===== config.mk =====
export PLATFORM = sky130hd
export DESIGN_NAME = uhc_host_ctrl
export DESIGN_NICKNAME = d
export VERILOG_FILES = /design/src/uhc_pkg.sv /design/src/uhc_host_ctrl.sv
export SDC_FILE = /design/constraint.sdc
export NUM_CORES = 1
export LEC_CHECK = 0
export ABC_AREA = 1
export BUFFER_PORTS_ARGS = -buffer_cell sky130_fd_sc_hd__buf_2
export CELL_PAD_IN_SITES_DETAIL_PLACEMENT = 0
export CELL_PAD_IN_SITES_GLOBAL_PLACEMENT = 2
export CORE_ASPECT_RATIO = 1.2
export CORE_MARGIN = 1
export CORE_UTILIZATION = 25
export CTS_BUF_LIST = sky130_fd_sc_hd__clkbuf_16
export CTS_CLUSTER_DIAMETER = 30
export CTS_CLUSTER_SIZE = 25
export DETAILED_ROUTE_END_ITERATION = 10
export GPL_TIMING_DRIVEN = 0
export PLACE_DENSITY_LB_ADDON = 0.05
export SYNTH_ARGS = -nofsm -noshare
export SYNTH_HDL_FRONTEND = slang
export SYNTH_SLANG_ARGS = --single-unit

===== constraint.sdc =====
create_clock -name ref_clk -period 3.45 [get_ports ref_clk]
set_input_delay 0.69 -clock ref_clk [delete_from_list [all_inputs] [get_ports ref_clk]]
set_output_delay 0.69 -clock ref_clk [all_outputs]
set_load 0.02 [all_outputs]

===== src/uhc_pkg.sv =====
// package of constants and types for the usb host pipe and bus control block
package uhc_pkg;
   // register byte offsets
   localparam logic [7:0] ADDR_CTRL = 8'h00;
   localparam logic [7:0] ADDR_STAT = 8'h04;
   localparam logic [7:0] ADDR_IEN = 8'h08;
   localparam logic [7:0] ADDR_PSEL = 8'h0C;
   localparam logic [7:0] ADDR_PCFG = 8'h10;
   localparam logic [7:0] ADDR_TADDR = 8'h14;
   // control register bits
   localparam int C_USB_EN = 0;
   localparam int C_HOST_SEL = 1;
   localparam int C_DETACH = 2;
   localparam int C_BUS_RST = 3;
   localparam int C_SOF_EN = 4;
   localparam int C_RESUME = 5;
   localparam int C_VBUS_EN = 6;
   // status register bits
   localparam int S_STATE_LO = 0;
   localparam int S_CONN = 4;
   localparam int S_RST_SENT = 8;
   localparam int S_WAKEUP = 9;
   localparam int S_UP_RSM = 10;
   // pipe select register bits
   localparam int P_NUM_LO = 0;
   localparam int P_OWNER = 4;
   localparam int P_FLOW_RDY = 8;
   // pipe config register bits
   localparam int F_EN = 0;
   localparam int F_ACT = 1;
   localparam int F_TYPE_LO = 2;
   localparam int F_TOK_LO = 4;
   localparam int F_BANK_LO = 6;
   localparam int F_SIZE_LO = 8;
   localparam int F_INTV_LO = 16;
   localparam int F_VALID = 31;
   // encodings and reset values
   localparam logic [1:0] TYPE_CTRL = 2'h0;
   localparam logic [1:0] BANK_ONE = 2'h0;
   localparam logic CTRL_DETACH_RST = 1'b1;
   localparam logic [6:0] ADDR_DEFAULT = 7'h00;
   localparam logic [31:0] RDATA_ZERO = 32'h0000_0000;
   localparam int CLK_PERIOD_NS = 4;
   localparam int BUS_RESET_NS = 10_000_000;
   // host controller states, gray along reset-idle-ready-suspend
   typedef enum logic [1:0] {
      HS_RESET = 2'h0,
      HS_IDLE = 2'h1,
      HS_READY = 2'h3,
      HS_SUSPEND = 2'h2
   } uhc_hstate_t;
   // usb line levels
   typedef struct packed {
      logic dp;
      logic dm;
   } uhc_line_t;
   // avalon request group
   typedef struct packed {
      logic [7:0] address;
      logic read;
      logic write;
      logic [31:0] writedata;
      logic [3:0] byteenable;
   } uhc_avm_req_t;
   // one pipe's configuration
   typedef struct packed {
      logic enable;
      logic activate;
      logic [1:0] ptype;
      logic [1:0] token;
      logic [1:0] banks;
      logic [2:0] size;
      logic [7:0] interval;
      logic valid;
   } uhc_pipe_cfg_t;
   localparam uhc_pipe_cfg_t PIPE_CFG_RST = '0;
endpackage


===== src/uhc_host_ctrl.sv =====
// usb host state machine, attach detection, pipe selection and bus commands
//
// Our own choices: the placing of the registers and register access over Avalon-MM.
`timescale 1ns/100ps
module uhc_host_ctrl #(
   parameter int NPIPE = 7,
   parameter int PNW = 3,
   parameter int BUS_RESET_NS = uhc_pkg::BUS_RESET_NS
) (
   input wire logic ref_clk,
   input wire logic arst_n,
   input wire uhc_pkg::uhc_avm_req_t avs_req,
   output logic [31:0] avs_readdata,
   output logic avs_waitrequest,
   input wire uhc_pkg::uhc_line_t line_i,
   output logic vbus_en_o,
   output logic bus_reset_o,
   output logic resume_o,
   output logic sof_active_o,
   output logic host_irq_o,
   output logic [6:0] dev_addr_o,
   output logic [PNW-1:0] flow_pipe_o,
   output logic flow_run_o,
   output logic [NPIPE-1:0] pipe_ready_o
);
   localparam int RESET_CYC = (BUS_RESET_NS + uhc_pkg::CLK_PERIOD_NS - 1)
      / uhc_pkg::CLK_PERIOD_NS;
   localparam logic [23:0] RESET_LAST = 24'(RESET_CYC - 1);

   uhc_pkg::uhc_hstate_t state_r;
   uhc_pkg::uhc_hstate_t state_nxt;
   logic usb_en_r;
   logic host_sel_r;
   logic detach_r;
   logic sof_en_r;
   logic resume_r;
   logic vbus_r;
   logic rst_busy_r;
   logic [23:0] rst_cnt_r;
   logic rst_done;
   logic rst_sent_r;
   logic wakeup_r;
   logic up_rsm_r;
   logic rst_ien_r;
   logic wake_ien_r;
   logic rsm_ien_r;
   logic owner_r;
   logic flow_rdy_r;
   logic [PNW-1:0] cpu_pipe_r;
   logic [PNW-1:0] flow_pipe_r;
   logic [6:0] taddr_r;
   uhc_pkg::uhc_pipe_cfg_t pipe_r [NPIPE];
   logic connected;
   logic wr_ack;
   logic rst_line;
   logic [31:0] wd;
   logic [3:0] be;
   logic [7:0] adr;
   logic [PNW-1:0] sel_pipe;
   logic [31:0] rdata_nxt;

   assign wd = avs_req.writedata;
   assign be = avs_req.byteenable;
   assign adr = avs_req.address;
   // access completes in the cycle where waitrequest is low
   assign wr_ack = avs_req.write & ~avs_waitrequest;
   assign rst_line = rst_busy_r | bus_reset_o; // se0 drive lasts until the pin drops
   assign sel_pipe = owner_r ? flow_pipe_r : cpu_pipe_r;
   // attach means lines not both low, with bus power on; own reset drive masked
   assign connected = vbus_r & ~rst_line & (line_i.dp | line_i.dm);
   assign rst_done = rst_busy_r & (rst_cnt_r == RESET_LAST);

   // one wait cycle then a single ready cycle per request
   always_ff @(posedge ref_clk or negedge arst_n) begin
      if (!arst_n) begin
         avs_waitrequest <= 1'b1;
      end else begin
         avs_waitrequest <= ~((avs_req.read | avs_req.write) & avs_waitrequest);
      end
   end

   // read mux, prepared while waitrequest is high
   always_comb begin
      rdata_nxt = uhc_pkg::RDATA_ZERO;
      case (adr)
         uhc_pkg::ADDR_CTRL: begin
            rdata_nxt[uhc_pkg::C_USB_EN] = usb_en_r;
            rdata_nxt[uhc_pkg::C_HOST_SEL] = host_sel_r;
            rdata_nxt[uhc_pkg::C_DETACH] = detach_r;
            rdata_nxt[uhc_pkg::C_BUS_RST] = rst_busy_r;
            rdata_nxt[uhc_pkg::C_SOF_EN] = sof_en_r;
            rdata_nxt[uhc_pkg::C_RESUME] = resume_r;
            rdata_nxt[uhc_pkg::C_VBUS_EN] = vbus_r;
         end
         uhc_pkg::ADDR_STAT: begin
            rdata_nxt[uhc_pkg::S_STATE_LO +: 2] = state_r;
            rdata_nxt[uhc_pkg::S_CONN] = connected;
            rdata_nxt[uhc_pkg::S_RST_SENT] = rst_sent_r;
            rdata_nxt[uhc_pkg::S_WAKEUP] = wakeup_r;
            rdata_nxt[uhc_pkg::S_UP_RSM] = up_rsm_r;
         end
         uhc_pkg::ADDR_IEN: begin
            rdata_nxt[uhc_pkg::S_RST_SENT] = rst_ien_r;
            rdata_nxt[uhc_pkg::S_WAKEUP] = wake_ien_r;
            rdata_nxt[uhc_pkg::S_UP_RSM] = rsm_ien_r;
         end
         uhc_pkg::ADDR_PSEL: begin
            rdata_nxt[uhc_pkg::P_NUM_LO +: PNW] = sel_pipe;
            rdata_nxt[uhc_pkg::P_OWNER] = owner_r;
            rdata_nxt[uhc_pkg::P_FLOW_RDY] = flow_rdy_r;
         end
         uhc_pkg::ADDR_PCFG: begin
            if (32'(cpu_pipe_r) < NPIPE) begin
               rdata_nxt[uhc_pkg::F_EN] = pipe_r[cpu_pipe_r].enable;
               rdata_nxt[uhc_pkg::F_ACT] = pipe_r[cpu_pipe_r].activate;
               rdata_nxt[uhc_pkg::F_TYPE_LO +: 2] = pipe_r[cpu_pipe_r].ptype;
               rdata_nxt[uhc_pkg::F_TOK_LO +: 2] = pipe_r[cpu_pipe_r].token;
               rdata_nxt[uhc_pkg::F_BANK_LO +: 2] = pipe_r[cpu_pipe_r].banks;
               rdata_nxt[uhc_pkg::F_SIZE_LO +: 3] = pipe_r[cpu_pipe_r].size;
               rdata_nxt[uhc_pkg::F_INTV_LO +: 8] = pipe_r[cpu_pipe_r].interval;
               rdata_nxt[uhc_pkg::F_VALID] = pipe_r[cpu_pipe_r].valid;
            end
         end
         uhc_pkg::ADDR_TADDR: begin
            rdata_nxt[6:0] = taddr_r;
         end
         default: begin
            rdata_nxt = uhc_pkg::RDATA_ZERO;
         end
      endcase
   end

   // read data register, stands through the ready cycle
   always_ff @(posedge ref_clk or negedge arst_n) begin
      if (!arst_n) begin
         avs_readdata <= uhc_pkg::RDATA_ZERO;
      end else if (avs_req.read & avs_waitrequest) begin
         avs_readdata <= rdata_nxt;
      end else begin
         avs_readdata <= uhc_pkg::RDATA_ZERO;
      end
   end

   // control bits written by firmware
   always_ff @(posedge ref_clk or negedge arst_n) begin
      if (!arst_n) begin
         usb_en_r <= 1'b0;
         host_sel_r <= 1'b0;
         detach_r <= uhc_pkg::CTRL_DETACH_RST;
         resume_r <= 1'b0;
         vbus_r <= 1'b0;
      end else if (wr_ack && adr == uhc_pkg::ADDR_CTRL && be[0]) begin
         usb_en_r <= wd[uhc_pkg::C_USB_EN];
         host_sel_r <= wd[uhc_pkg::C_HOST_SEL];
         detach_r <= wd[uhc_pkg::C_DETACH];
         resume_r <= wd[uhc_pkg::C_RESUME];
         vbus_r <= wd[uhc_pkg::C_VBUS_EN];
      end
   end

   // frame generation enable, also set by hardware after reset or resume
   always_ff @(posedge ref_clk or negedge arst_n) begin
      if (!arst_n) begin
         sof_en_r <= 1'b0;
      end else if (rst_done && !sof_en_r) begin
         sof_en_r <= 1'b1;
      end else if (resume_r && wr_ack && adr == uhc_pkg::ADDR_CTRL && be[0]
                   && !wd[uhc_pkg::C_RESUME]) begin
         sof_en_r <= 1'b1;
      end else if (wr_ack && adr == uhc_pkg::ADDR_CTRL && be[0]) begin
         sof_en_r <= wd[uhc_pkg::C_SOF_EN];
      end
   end

   // bus reset sequencer, one reset time of se0 drive
   always_ff @(posedge ref_clk or negedge arst_n) begin
      if (!arst_n) begin
         rst_busy_r <= 1'b0;
         rst_cnt_r <= 24'h00_0000;
      end else if (rst_busy_r) begin
         rst_busy_r <= ~rst_done;
         rst_cnt_r <= rst_done ? 24'h00_0000 : rst_cnt_r + 24'h00_0001;
      end else if (wr_ack && adr == uhc_pkg::ADDR_CTRL && be[0] && wd[uhc_pkg::C_BUS_RST]
                   && state_r != uhc_pkg::HS_RESET) begin
         rst_busy_r <= 1'b1;
      end
   end

   // sticky status flags, set wins over clear, write zero clears
   always_ff @(posedge ref_clk or negedge arst_n) begin
      if (!arst_n) begin
         rst_sent_r <= 1'b0;
         wakeup_r <= 1'b0;
         up_rsm_r <= 1'b0;
      end else begin
         if (rst_done) begin
            rst_sent_r <= 1'b1;
         end else if (wr_ack && adr == uhc_pkg::ADDR_STAT && be[1]
                      && !wd[uhc_pkg::S_RST_SENT]) begin
            rst_sent_r <= 1'b0;
         end
         if ((rst_done && !sof_en_r)
             || (state_r == uhc_pkg::HS_SUSPEND && !(line_i.dp && !line_i.dm))) begin
            wakeup_r <= 1'b1;
         end else if (wr_ack && adr == uhc_pkg::ADDR_STAT && be[1]
                      && !wd[uhc_pkg::S_WAKEUP]) begin
            wakeup_r <= 1'b0;
         end
         if (state_r == uhc_pkg::HS_SUSPEND && !line_i.dp && line_i.dm) begin
            up_rsm_r <= 1'b1; // k state while suspended
         end else if (wr_ack && adr == uhc_pkg::ADDR_STAT && be[1]
                      && !wd[uhc_pkg::S_UP_RSM]) begin
            up_rsm_r <= 1'b0;
         end
      end
   end

   // interrupt enables, untouched by bus reset
   always_ff @(posedge ref_clk or negedge arst_n) begin
      if (!arst_n) begin
         rst_ien_r <= 1'b0;
         wake_ien_r <= 1'b0;
         rsm_ien_r <= 1'b0;
      end else if (wr_ack && adr == uhc_pkg::ADDR_IEN && be[1]) begin
         rst_ien_r <= wd[uhc_pkg::S_RST_SENT];
         wake_ien_r <= wd[uhc_pkg::S_WAKEUP];
         rsm_ien_r <= wd[uhc_pkg::S_UP_RSM];
      end
   end

   // pipe selection registers, number goes to the one chosen by owner
   always_ff @(posedge ref_clk or negedge arst_n) begin
      if (!arst_n) begin
         owner_r <= 1'b0;
         flow_rdy_r <= 1'b0;
         cpu_pipe_r <= '0;
         flow_pipe_r <= '0;
      end else if (wr_ack && adr == uhc_pkg::ADDR_PSEL) begin
         if (be[0]) begin
            owner_r <= wd[uhc_pkg::P_OWNER];
            if (wd[uhc_pkg::P_OWNER]) begin
               flow_pipe_r <= wd[uhc_pkg::P_NUM_LO +: PNW];
            end else begin
               cpu_pipe_r <= wd[uhc_pkg::P_NUM_LO +: PNW];
            end
         end
         if (be[1]) begin
            flow_rdy_r <= wd[uhc_pkg::P_FLOW_RDY];
         end
      end
   end

   // target address, cleared when a bus reset has been sent
   always_ff @(posedge ref_clk or negedge arst_n) begin
      if (!arst_n) begin
         taddr_r <= uhc_pkg::ADDR_DEFAULT;
      end else if (rst_done) begin
         taddr_r <= uhc_pkg::ADDR_DEFAULT;
      end else if (wr_ack && adr == uhc_pkg::ADDR_TADDR && be[0]) begin
         taddr_r <= wd[6:0];
      end
   end

   // per pipe configuration storage
   generate
      for (genvar p = 0; p < NPIPE; p++) begin : g_pipe
         logic hit;
         logic ctrl_bad;
         assign hit = wr_ack && adr == uhc_pkg::ADDR_PCFG && be[0] && cpu_pipe_r == PNW'(p);
         assign ctrl_bad = wd[uhc_pkg::F_TYPE_LO +: 2] == uhc_pkg::TYPE_CTRL
                           && wd[uhc_pkg::F_BANK_LO +: 2] != uhc_pkg::BANK_ONE;
         always_ff @(posedge ref_clk or negedge arst_n) begin
            if (!arst_n) begin
               pipe_r[p] <= uhc_pkg::PIPE_CFG_RST;
            end else if (rst_done) begin
               pipe_r[p] <= uhc_pkg::PIPE_CFG_RST;
            end else if (hit && !wd[uhc_pkg::F_EN]) begin
               pipe_r[p] <= uhc_pkg::PIPE_CFG_RST;
            end else if (hit && pipe_r[p].valid) begin
               pipe_r[p].token <= wd[uhc_pkg::F_TOK_LO +: 2];
               pipe_r[p].activate <= wd[uhc_pkg::F_ACT];
               if (be[2]) begin
                  pipe_r[p].interval <= wd[uhc_pkg::F_INTV_LO +: 8];
               end
            end else if (hit) begin
               pipe_r[p].enable <= 1'b1;
               pipe_r[p].activate <= wd[uhc_pkg::F_ACT];
               pipe_r[p].ptype <= wd[uhc_pkg::F_TYPE_LO +: 2];
               pipe_r[p].token <= wd[uhc_pkg::F_TOK_LO +: 2];
               pipe_r[p].banks <= wd[uhc_pkg::F_BANK_LO +: 2];
               pipe_r[p].size <= be[1] ? wd[uhc_pkg::F_SIZE_LO +: 3] : pipe_r[p].size;
               pipe_r[p].interval <= be[2] ? wd[uhc_pkg::F_INTV_LO +: 8] : pipe_r[p].interval;
               pipe_r[p].valid <= ~ctrl_bad;
            end
         end
         // pipe may carry requests once enabled, valid, activated and host ready, with no bus reset running
         always_ff @(posedge ref_clk or negedge arst_n) begin
            if (!arst_n) begin
               pipe_ready_o[p] <= 1'b0;
            end else begin
               pipe_ready_o[p] <= pipe_r[p].enable & pipe_r[p].activate & pipe_r[p].valid
                                  & (state_r == uhc_pkg::HS_READY) & ~rst_busy_r;
            end
         end
      end
   endgenerate

   // host state machine next state
   always_comb begin
      state_nxt = state_r;
      case (state_r)
         uhc_pkg::HS_RESET: begin
            if (usb_en_r && host_sel_r && !detach_r) begin
               state_nxt = uhc_pkg::HS_IDLE;
            end
         end
         uhc_pkg::HS_IDLE: begin
            if (connected) begin
               state_nxt = uhc_pkg::HS_READY;
            end
         end
         uhc_pkg::HS_READY: begin
            if (!connected && !rst_line) begin
               state_nxt = uhc_pkg::HS_IDLE;
            end else if (!sof_en_r && !rst_busy_r) begin
               state_nxt = uhc_pkg::HS_SUSPEND;
            end
         end
         uhc_pkg::HS_SUSPEND: begin
            if (!connected && !rst_line) begin
               state_nxt = uhc_pkg::HS_IDLE;
            end else if (sof_en_r) begin
               state_nxt = uhc_pkg::HS_READY;
            end
         end
         default: begin
            state_nxt = uhc_pkg::HS_RESET;
         end
      endcase
      if (!usb_en_r || !host_sel_r || detach_r) begin
         state_nxt = uhc_pkg::HS_RESET;
      end
   end

   // host state register
   always_ff @(posedge ref_clk or negedge arst_n) begin
      if (!arst_n) begin
         state_r <= uhc_pkg::HS_RESET;
      end else begin
         state_r <= state_nxt;
      end
   end

   // registered pin and status outputs
   always_ff @(posedge ref_clk or negedge arst_n) begin
      if (!arst_n) begin
         vbus_en_o <= 1'b0;
         bus_reset_o <= 1'b0;
         resume_o <= 1'b0;
         sof_active_o <= 1'b0;
         host_irq_o <= 1'b0;
         dev_addr_o <= uhc_pkg::ADDR_DEFAULT;
         flow_pipe_o <= '0;
         flow_run_o <= 1'b0;
      end else begin
         vbus_en_o <= vbus_r;
         bus_reset_o <= rst_busy_r;
         resume_o <= resume_r & (state_r == uhc_pkg::HS_SUSPEND);
         sof_active_o <= sof_en_r & (state_r == uhc_pkg::HS_READY) & ~rst_busy_r;
         host_irq_o <= (rst_sent_r & rst_ien_r) | (wakeup_r & wake_ien_r)
                       | (up_rsm_r & rsm_ien_r);
         dev_addr_o <= taddr_r;
         flow_pipe_o <= flow_pipe_r;
         flow_run_o <= flow_rdy_r & (state_r == uhc_pkg::HS_READY);
      end
   end
endmodule


# --- Word level (Yosys, flattened, before mapping) ---
# Index checks and enable logic that the tools add are counted.
totals:
  inputBits: 50
  regBits: 250
  output_inout_bits: 56
op_classes:
  add_sub_neg: 1
  reduce_logical: 120
  bitwise_logic: 54
  muxes: 118
  n_lt_le_gt_ge: 2
  eq_ne: 26
op_table:
  columns: ["operator", "count"]
  rows:
  - ["20-bit two-way mux", 23]
  - ["8-bit two-way mux", 16]
  - ["20-bit binary-select mux with 3-bit select", 1]
  - ["1-bit logical AND", 51]
  - ["3-bit nonzero test", 15]
  - ["2-bit two-way mux", 21]
  - ["1-bit bitwise AND", 41]
  - ["1-bit two-way mux", 35]
  - ["5-bit two-way mux", 7]
  - ["32-bit two-way mux", 1]
  - ["4-bit nonzero test", 7]
  - ["3-bit inequality test, second input constant", 9]
  - ["3-bit AND reduction", 9]
  - ["24-bit by 1-bit adder with 24-bit output, second input constant", 1]
  - ["24-bit by 22-bit == test with 1-bit output, second input constant", 1]
  - ["24-bit two-way mux", 1]
  - ["2-bit AND reduction", 9]
  - ["8-bit by 4-bit == test with 1-bit output, second input constant", 2]
  - ["8-bit by 5-bit == test with 1-bit output, second input constant", 2]
  - ["1-bit zero test", 15]
  - ["7-bit two-way mux", 2]
  - ["2-bit case mux with 3 select lines", 2]
  - ["2-bit nonzero test", 6]
  - ["11-bit two-way mux", 1]
  - ["other kinds (24)", 43]

# --- Depth between registers and ports, before layout ---
depth:
  ltp_word: 9
  mapped_depth: 13
  depth_no_buf: 12

# --- Worst setup path before layout ---
# No wires, ideal clock.
synth_timing:
  path_type: "input to register"
  from: "in avs_req[40] (netlist bit)"
  to: "reg pipe_r[67] (netlist bit)"
  path_slack_ns: 1.461
  setup_time_ns: 0.119
  arrival_time_ns: 1.870
  n_path_buf: 1
  path_stages: 9
  path_cell_list: "nor2_1 -> nand2_2 -> nor3_4 -> nand2_4 -> nand2_2 -> nand2_2 -> buf_6 -> nand2_1 -> o21ai_2"
synth_via:
  elab_chain_len: 8
synth_rtl:
  columns: ["element", "line_no", "rtl"]
  rows:
  - ["from (decl)", "uhc_host_ctrl.sv:12", "input wire uhc_pkg::uhc_avm_req_t avs_req,"]
  - ["8-bit by 5-bit == test with 1-bit output (*)", "uhc_host_ctrl.sv:269", "assign hit = wr_ack && adr == uhc_pkg::ADDR_PCFG && be[0] && cpu_pipe_r == PNW'(p);"]
  - ["1-bit logical AND (*) (3 in series)", "uhc_host_ctrl.sv:269", null]
  - ["1-bit logical AND", "uhc_host_ctrl.sv:279", "end else if (hit && pipe_r[p].valid) begin"]
  - ["8-bit two-way mux", "uhc_host_ctrl.sv:279", null]
  - ["20-bit two-way mux", "uhc_host_ctrl.sv:277", "end else if (hit && !wd[uhc_pkg::F_EN]) begin"]
  - ["20-bit two-way mux", "uhc_host_ctrl.sv:275", "end else if (rst_done) begin"]
  - ["to (signal, indexed assignment)", "uhc_host_ctrl.sv:274", "pipe_r[p] <= uhc_pkg::PIPE_CFG_RST;"]
  - ["to (signal, indexed assignment)", "uhc_host_ctrl.sv:276", "pipe_r[p] <= uhc_pkg::PIPE_CFG_RST;"]
  - ["to (signal, indexed assignment)", "uhc_host_ctrl.sv:278", "pipe_r[p] <= uhc_pkg::PIPE_CFG_RST;"]
  - ["to (decl)", "uhc_host_ctrl.sv:52", "uhc_pkg::uhc_pipe_cfg_t pipe_r [NPIPE];"]
# Mark *: on every way between the ends. The rest lies on a longest branch, timed or not.
# A chain may end at the register's enable or synchronous reset.

# --- Final worst setup path ---
layout_timing:
  from: "reg cpu_pipe_r[2]"
  to: "reg avs_readdata[3]"
layout_via:
  elab_chain_len: 7
layout_rtl:
  columns: ["element", "line_no", "rtl"]
  rows:
  - ["from (decl)", "uhc_host_ctrl.sv:49", "logic [PNW-1:0] cpu_pipe_r;"]
  - ["from (signal assigned)", "uhc_host_ctrl.sv:244", "cpu_pipe_r <= wd[uhc_pkg::P_NUM_LO +: PNW];"]
  - ["3-bit NOT with 4-bit output (implied by the code)", "uhc_host_ctrl.sv:116", "rdata_nxt[uhc_pkg::F_TYPE_LO +: 2] = pipe_r[cpu_pipe_r].ptype;"]
  - ["20-bit binary-select mux with 3-bit select", "uhc_host_ctrl.sv:116", null]
  - ["20-bit two-way mux (2 in series)", null, null]
  - ["11-bit two-way mux (*)", "uhc_host_ctrl.sv:113", "if (32'(cpu_pipe_r) < NPIPE) begin"]
  - ["1-bit case mux with 3 select lines (*)", "uhc_host_ctrl.sv:85", "case (adr)"]
  - ["32-bit two-way mux (*)", "uhc_host_ctrl.sv:137", "end else if (avs_req.read & avs_waitrequest) begin"]
  - ["to (signal assigned)", "uhc_host_ctrl.sv:136", "avs_readdata <= uhc_pkg::RDATA_ZERO;"]
  - ["to (signal assigned)", "uhc_host_ctrl.sv:138", "avs_readdata <= rdata_nxt;"]
  - ["to (signal assigned)", "uhc_host_ctrl.sv:140", "avs_readdata <= uhc_pkg::RDATA_ZERO;"]
  - ["to (decl)", "uhc_host_ctrl.sv:13", "output logic [31:0] avs_readdata,"]
# Mark *: on every way between the ends. The rest lies on a longest branch, timed or not. The select of a mux whose other input is x is not followed.

==> summary.txt <==
Status
  – Status: completed

Yosys
  – Share of the synthesized area in the top cell type: 52.5%
  – Yosys warnings: 0
  – Post-synth EDFFs: 0
  – Post-synthesis compound-gate area fraction: 13.5%
  – Post-synthesis xor/xnor area fraction: 0.778%
  – #FFs+latches synth: 238
  – Cells after synthesis: 1,370
  – Post-Synth Simple-Gate Area: 25.5%
  – Mux share of post-synthesis cell area: 0%
  – Sequential element share of the synthesized area: 53.0%
  – Largest family of logic cells by synthesized area: simple AND/OR/NAND/NOR gates
  – Area contributors post-synth: dfrtp_1 (52%), nand2_1 (13%), inv_1 (4.2%), nor2_1 (3.8%), o21ai_0 (3.4%)
  – Async set-reset flop share out of synthesis: 100%
  – Post-synthesis adder-cell area fraction: 0.111%
  – Syn Area/Cell: 8.21 um^2
  – Syn Std Cell Area: 0.0113 mm^2
  – Ys flop type: dfrtp_1
  – Distinct cells, synth: 43
  – Post-synth top area cell: dfrtp_1

Critical path
  – Register-to-Register Path Depth: 6
  – Crit path kind: reg -> reg
  – Crit end category: flip-flop
  – Arr. time, crit path: 3.39 ns
  – CP Data Required Time: 3.94 ns
  – Crit Path Max Fanout: 10
  – Startpoint Class: flip-flop
  – Worst reg2reg startpoint: cpu_pipe_r[2]
  – R2R setup slack: 0.55 ns
  – Worst R2R End: avs_readdata[3]

Drt
  – Via/cell ratio: 4.66
  – DRT iter0 DRCs: 591
  – Via Count: 10,100
  – Final ANT Viol Nets: 0
  – Mean routed wirelength per cell: 20.5 um
  – Final WL: 44,200 um
  – Drc violations: 0
  – DR pass1 iterations: 4

Timing
  – Slew HR: 8.38%
  – RSZ-0062 raised after global routing: no
  – Fmax: 0.345 GHz
  – Final period util: 83.9%
  – Final setup TNS: 0 ns
  – Clock period minus worst slack: 2.90 ns
  – Final Max Tran Viols: 0
  – Worst-margin pin slew: 1.36 ns
  – Finish-stage setup viols: 0
  – Skew final: 0.0243 ns
  – Fin. Hold Viols: 0

Placed design
  – Placed insts: 2,020
  – Hpwl dp: 31,600 um
  – Area of placed instances: 0.0124 mm^2
  – GPL Wtd Cong: 0.787
  – I/O Buffers: 78

Floorplanning
  – Initial Utilization: 25.5%
  – Chip height: 234 um
  – I/O pins: 106
  – Area of the die: 0.0459 mm^2
  – Core Region: 0.0441 mm^2
  – # rows: 84
  – Die width: 196 um

CTS
  – Clk sink count: 238
  – Clock Path Buffers: 3
  – CTS tree: yes
  – Setup bufs post-CTS: 0
  – Clock Pin Slew Worst Setup and Hold Paths: 0.05 ns
  – CTS H-tree lvls: 3
  – Clk_lat worst skew: 0.60 ns
  – Total CTS buffers: 75
  – Root buffer cell: clkbuf_16
  – Post-CTS Resized: 0
  – Hold-fix buffers at CTS: 0

Global route
  – Initial antenna violation count: 1
  – Largest net degree at the start of global routing: 102
  – Global-route wire length before repair: 66,300 um
  – Remaining Overflow, GRT: 0
  – GR Util All Layers: 19.9%
  – Vias in the first global route: 10,400

Run
  – Max Cap Viol: 0

Final layout
  – Share of cells above drive strength 1: 18.9%
  – Antenna diode count: 0
  – Layout area overhead: 32.7%
  – Fillers: 4,715
  – Final #Nets: 1,589
  – Design Area, Final: 0.0149 mm^2
  – Util after Layout: 33.8%
  – Finished Layout Cells: 2,159

Power and ir drop
  – Leakage power figure: 7.28 nW
  – Cell Pwr Density: 649 mW/mm^2
  – Maximum vdd drop: 335 uV

Hold path
  – Worst min path class: in -> async
## kinds of logic (layout without fill, tap and decap cells)
family	Yosys count	in the layout
fa+ha+maj	1	1
compound gates	269	269
flops	238	238
other cells	1	12
simple gates	663	663
buf+inv	188	407
xor+xnor	10	10
## flip-flops by register name, summed over array words and instances, names as in the netlist, 2 cells and up
| signal | flops |
|---|---|
| pipe_r | 140 |
| rst_cnt_r | 24 |
| avs_readdata | 20 |
| dev_addr_o | 7 |
| pipe_ready_o | 7 |
| taddr_r | 7 |
| cpu_pipe_r | 3 |
| flow_pipe_o | 3 |
| flow_pipe_r | 3 |
| state_r | 2 |
## how the worst max path moves through the flow
stage | endpoint | cells past startpoint | slack (ns) | from
global placement | pipe_r[30] | 1 | -3.22 | arst_n
CTS | avs_readdata[3] | 6 | 0.62 | cpu_pipe_r[2]
global route | avs_readdata[3] | 6 | 0.53 | cpu_pipe_r[2]
detailed placement | pipe_r[20] | 11 | 0.62 | avs_req[45]
floorplan | pipe_r[67] | 9 | 1.46 | avs_req[40]
finish | avs_readdata[3] | 6 | 0.55 | cpu_pipe_r[2]
## through the flow
stage	hold WS [ns]	setup WS (ns)	total power [mW]
global placement	0.396	-3.22	3.12
CTS	0.0332	0.615	9.86
detailed placement	0.396	0.616	3.13
floorplan	0.354	1.46	2.96
finish	0.0342	0.555	9.69
global route	0.0714	0.535	10.0
## worst max-delay path: stages (launching register included)
cell,delay (ns)
dfrtp_1,0.47
clkbuf_1,0.76
clkbuf_1,0.78
nand2_1,0.23
nand2_1,0.20
nand2_1,0.12
a21oi_1,0.21
## Yosys cell counts (10+ instances only)
cell,instances
a21oi_1,50
a22oi_1,15
buf_2,18
buf_4,13
clkbuf_1,10
dfrtp_1,236
inv_1,126
inv_2,15
nand2_1,389
nand2_2,27
nand3_1,62
nand4_1,28
nor2_1,113
nor3_1,14
o21ai_0,76
o21ai_1,71
o21ai_2,12
o22ai_1,27
## cell type report
type                    instances  area [um^2]  share of cell area (%)
well taps                     559          699                    4.68
inverters                     142          533                    3.57
multi-input cells             955         4530                    30.4
plain buffers                  46          267                    1.78
flip-flops and latches        238         5960                    39.9
repair buffers                 80          455                    3.05
clock inverters                64          611                    4.09
clock buffers                  75         1880                    12.6
## placed cells by master (no fill, tap or decap), types with 13 or more instances in the layout
cell type,Yosys,layout
nand2_1,389,389
dfrtp_1,236,236
inv_1,126,142
nor2_1,113,113
buf_2,18,95
o21ai_0,76,76
clkbuf_16,0,75
o21ai_1,71,71
nand3_1,62,62
a21oi_1,50,50
nand4_1,28,28
nand2_2,27,27
o22ai_1,27,27
inv_2,15,15
a22oi_1,15,15
nor3_1,14,14
clkinv_1,1,14
buf_4,13,13
## power by group
part           internal (mW)  switching [mW]
Sequential              2.81         0.00697
Combinational         0.0572           0.200
Clock                   4.54            2.07
## routing by layer
layer / vias to the layer above / routed length, um / global-route usage, %
met1: 4866 / 20400 / 25.7
met2: 261 / 21000 / 32.9
met5: - / 0 / 0
met3: 71 / 1770 / 3.51
li1: 4860 / - / -
met4: 0 / 1010 / 8.06
Note: power is estimated with default switching activity, not from simulation.
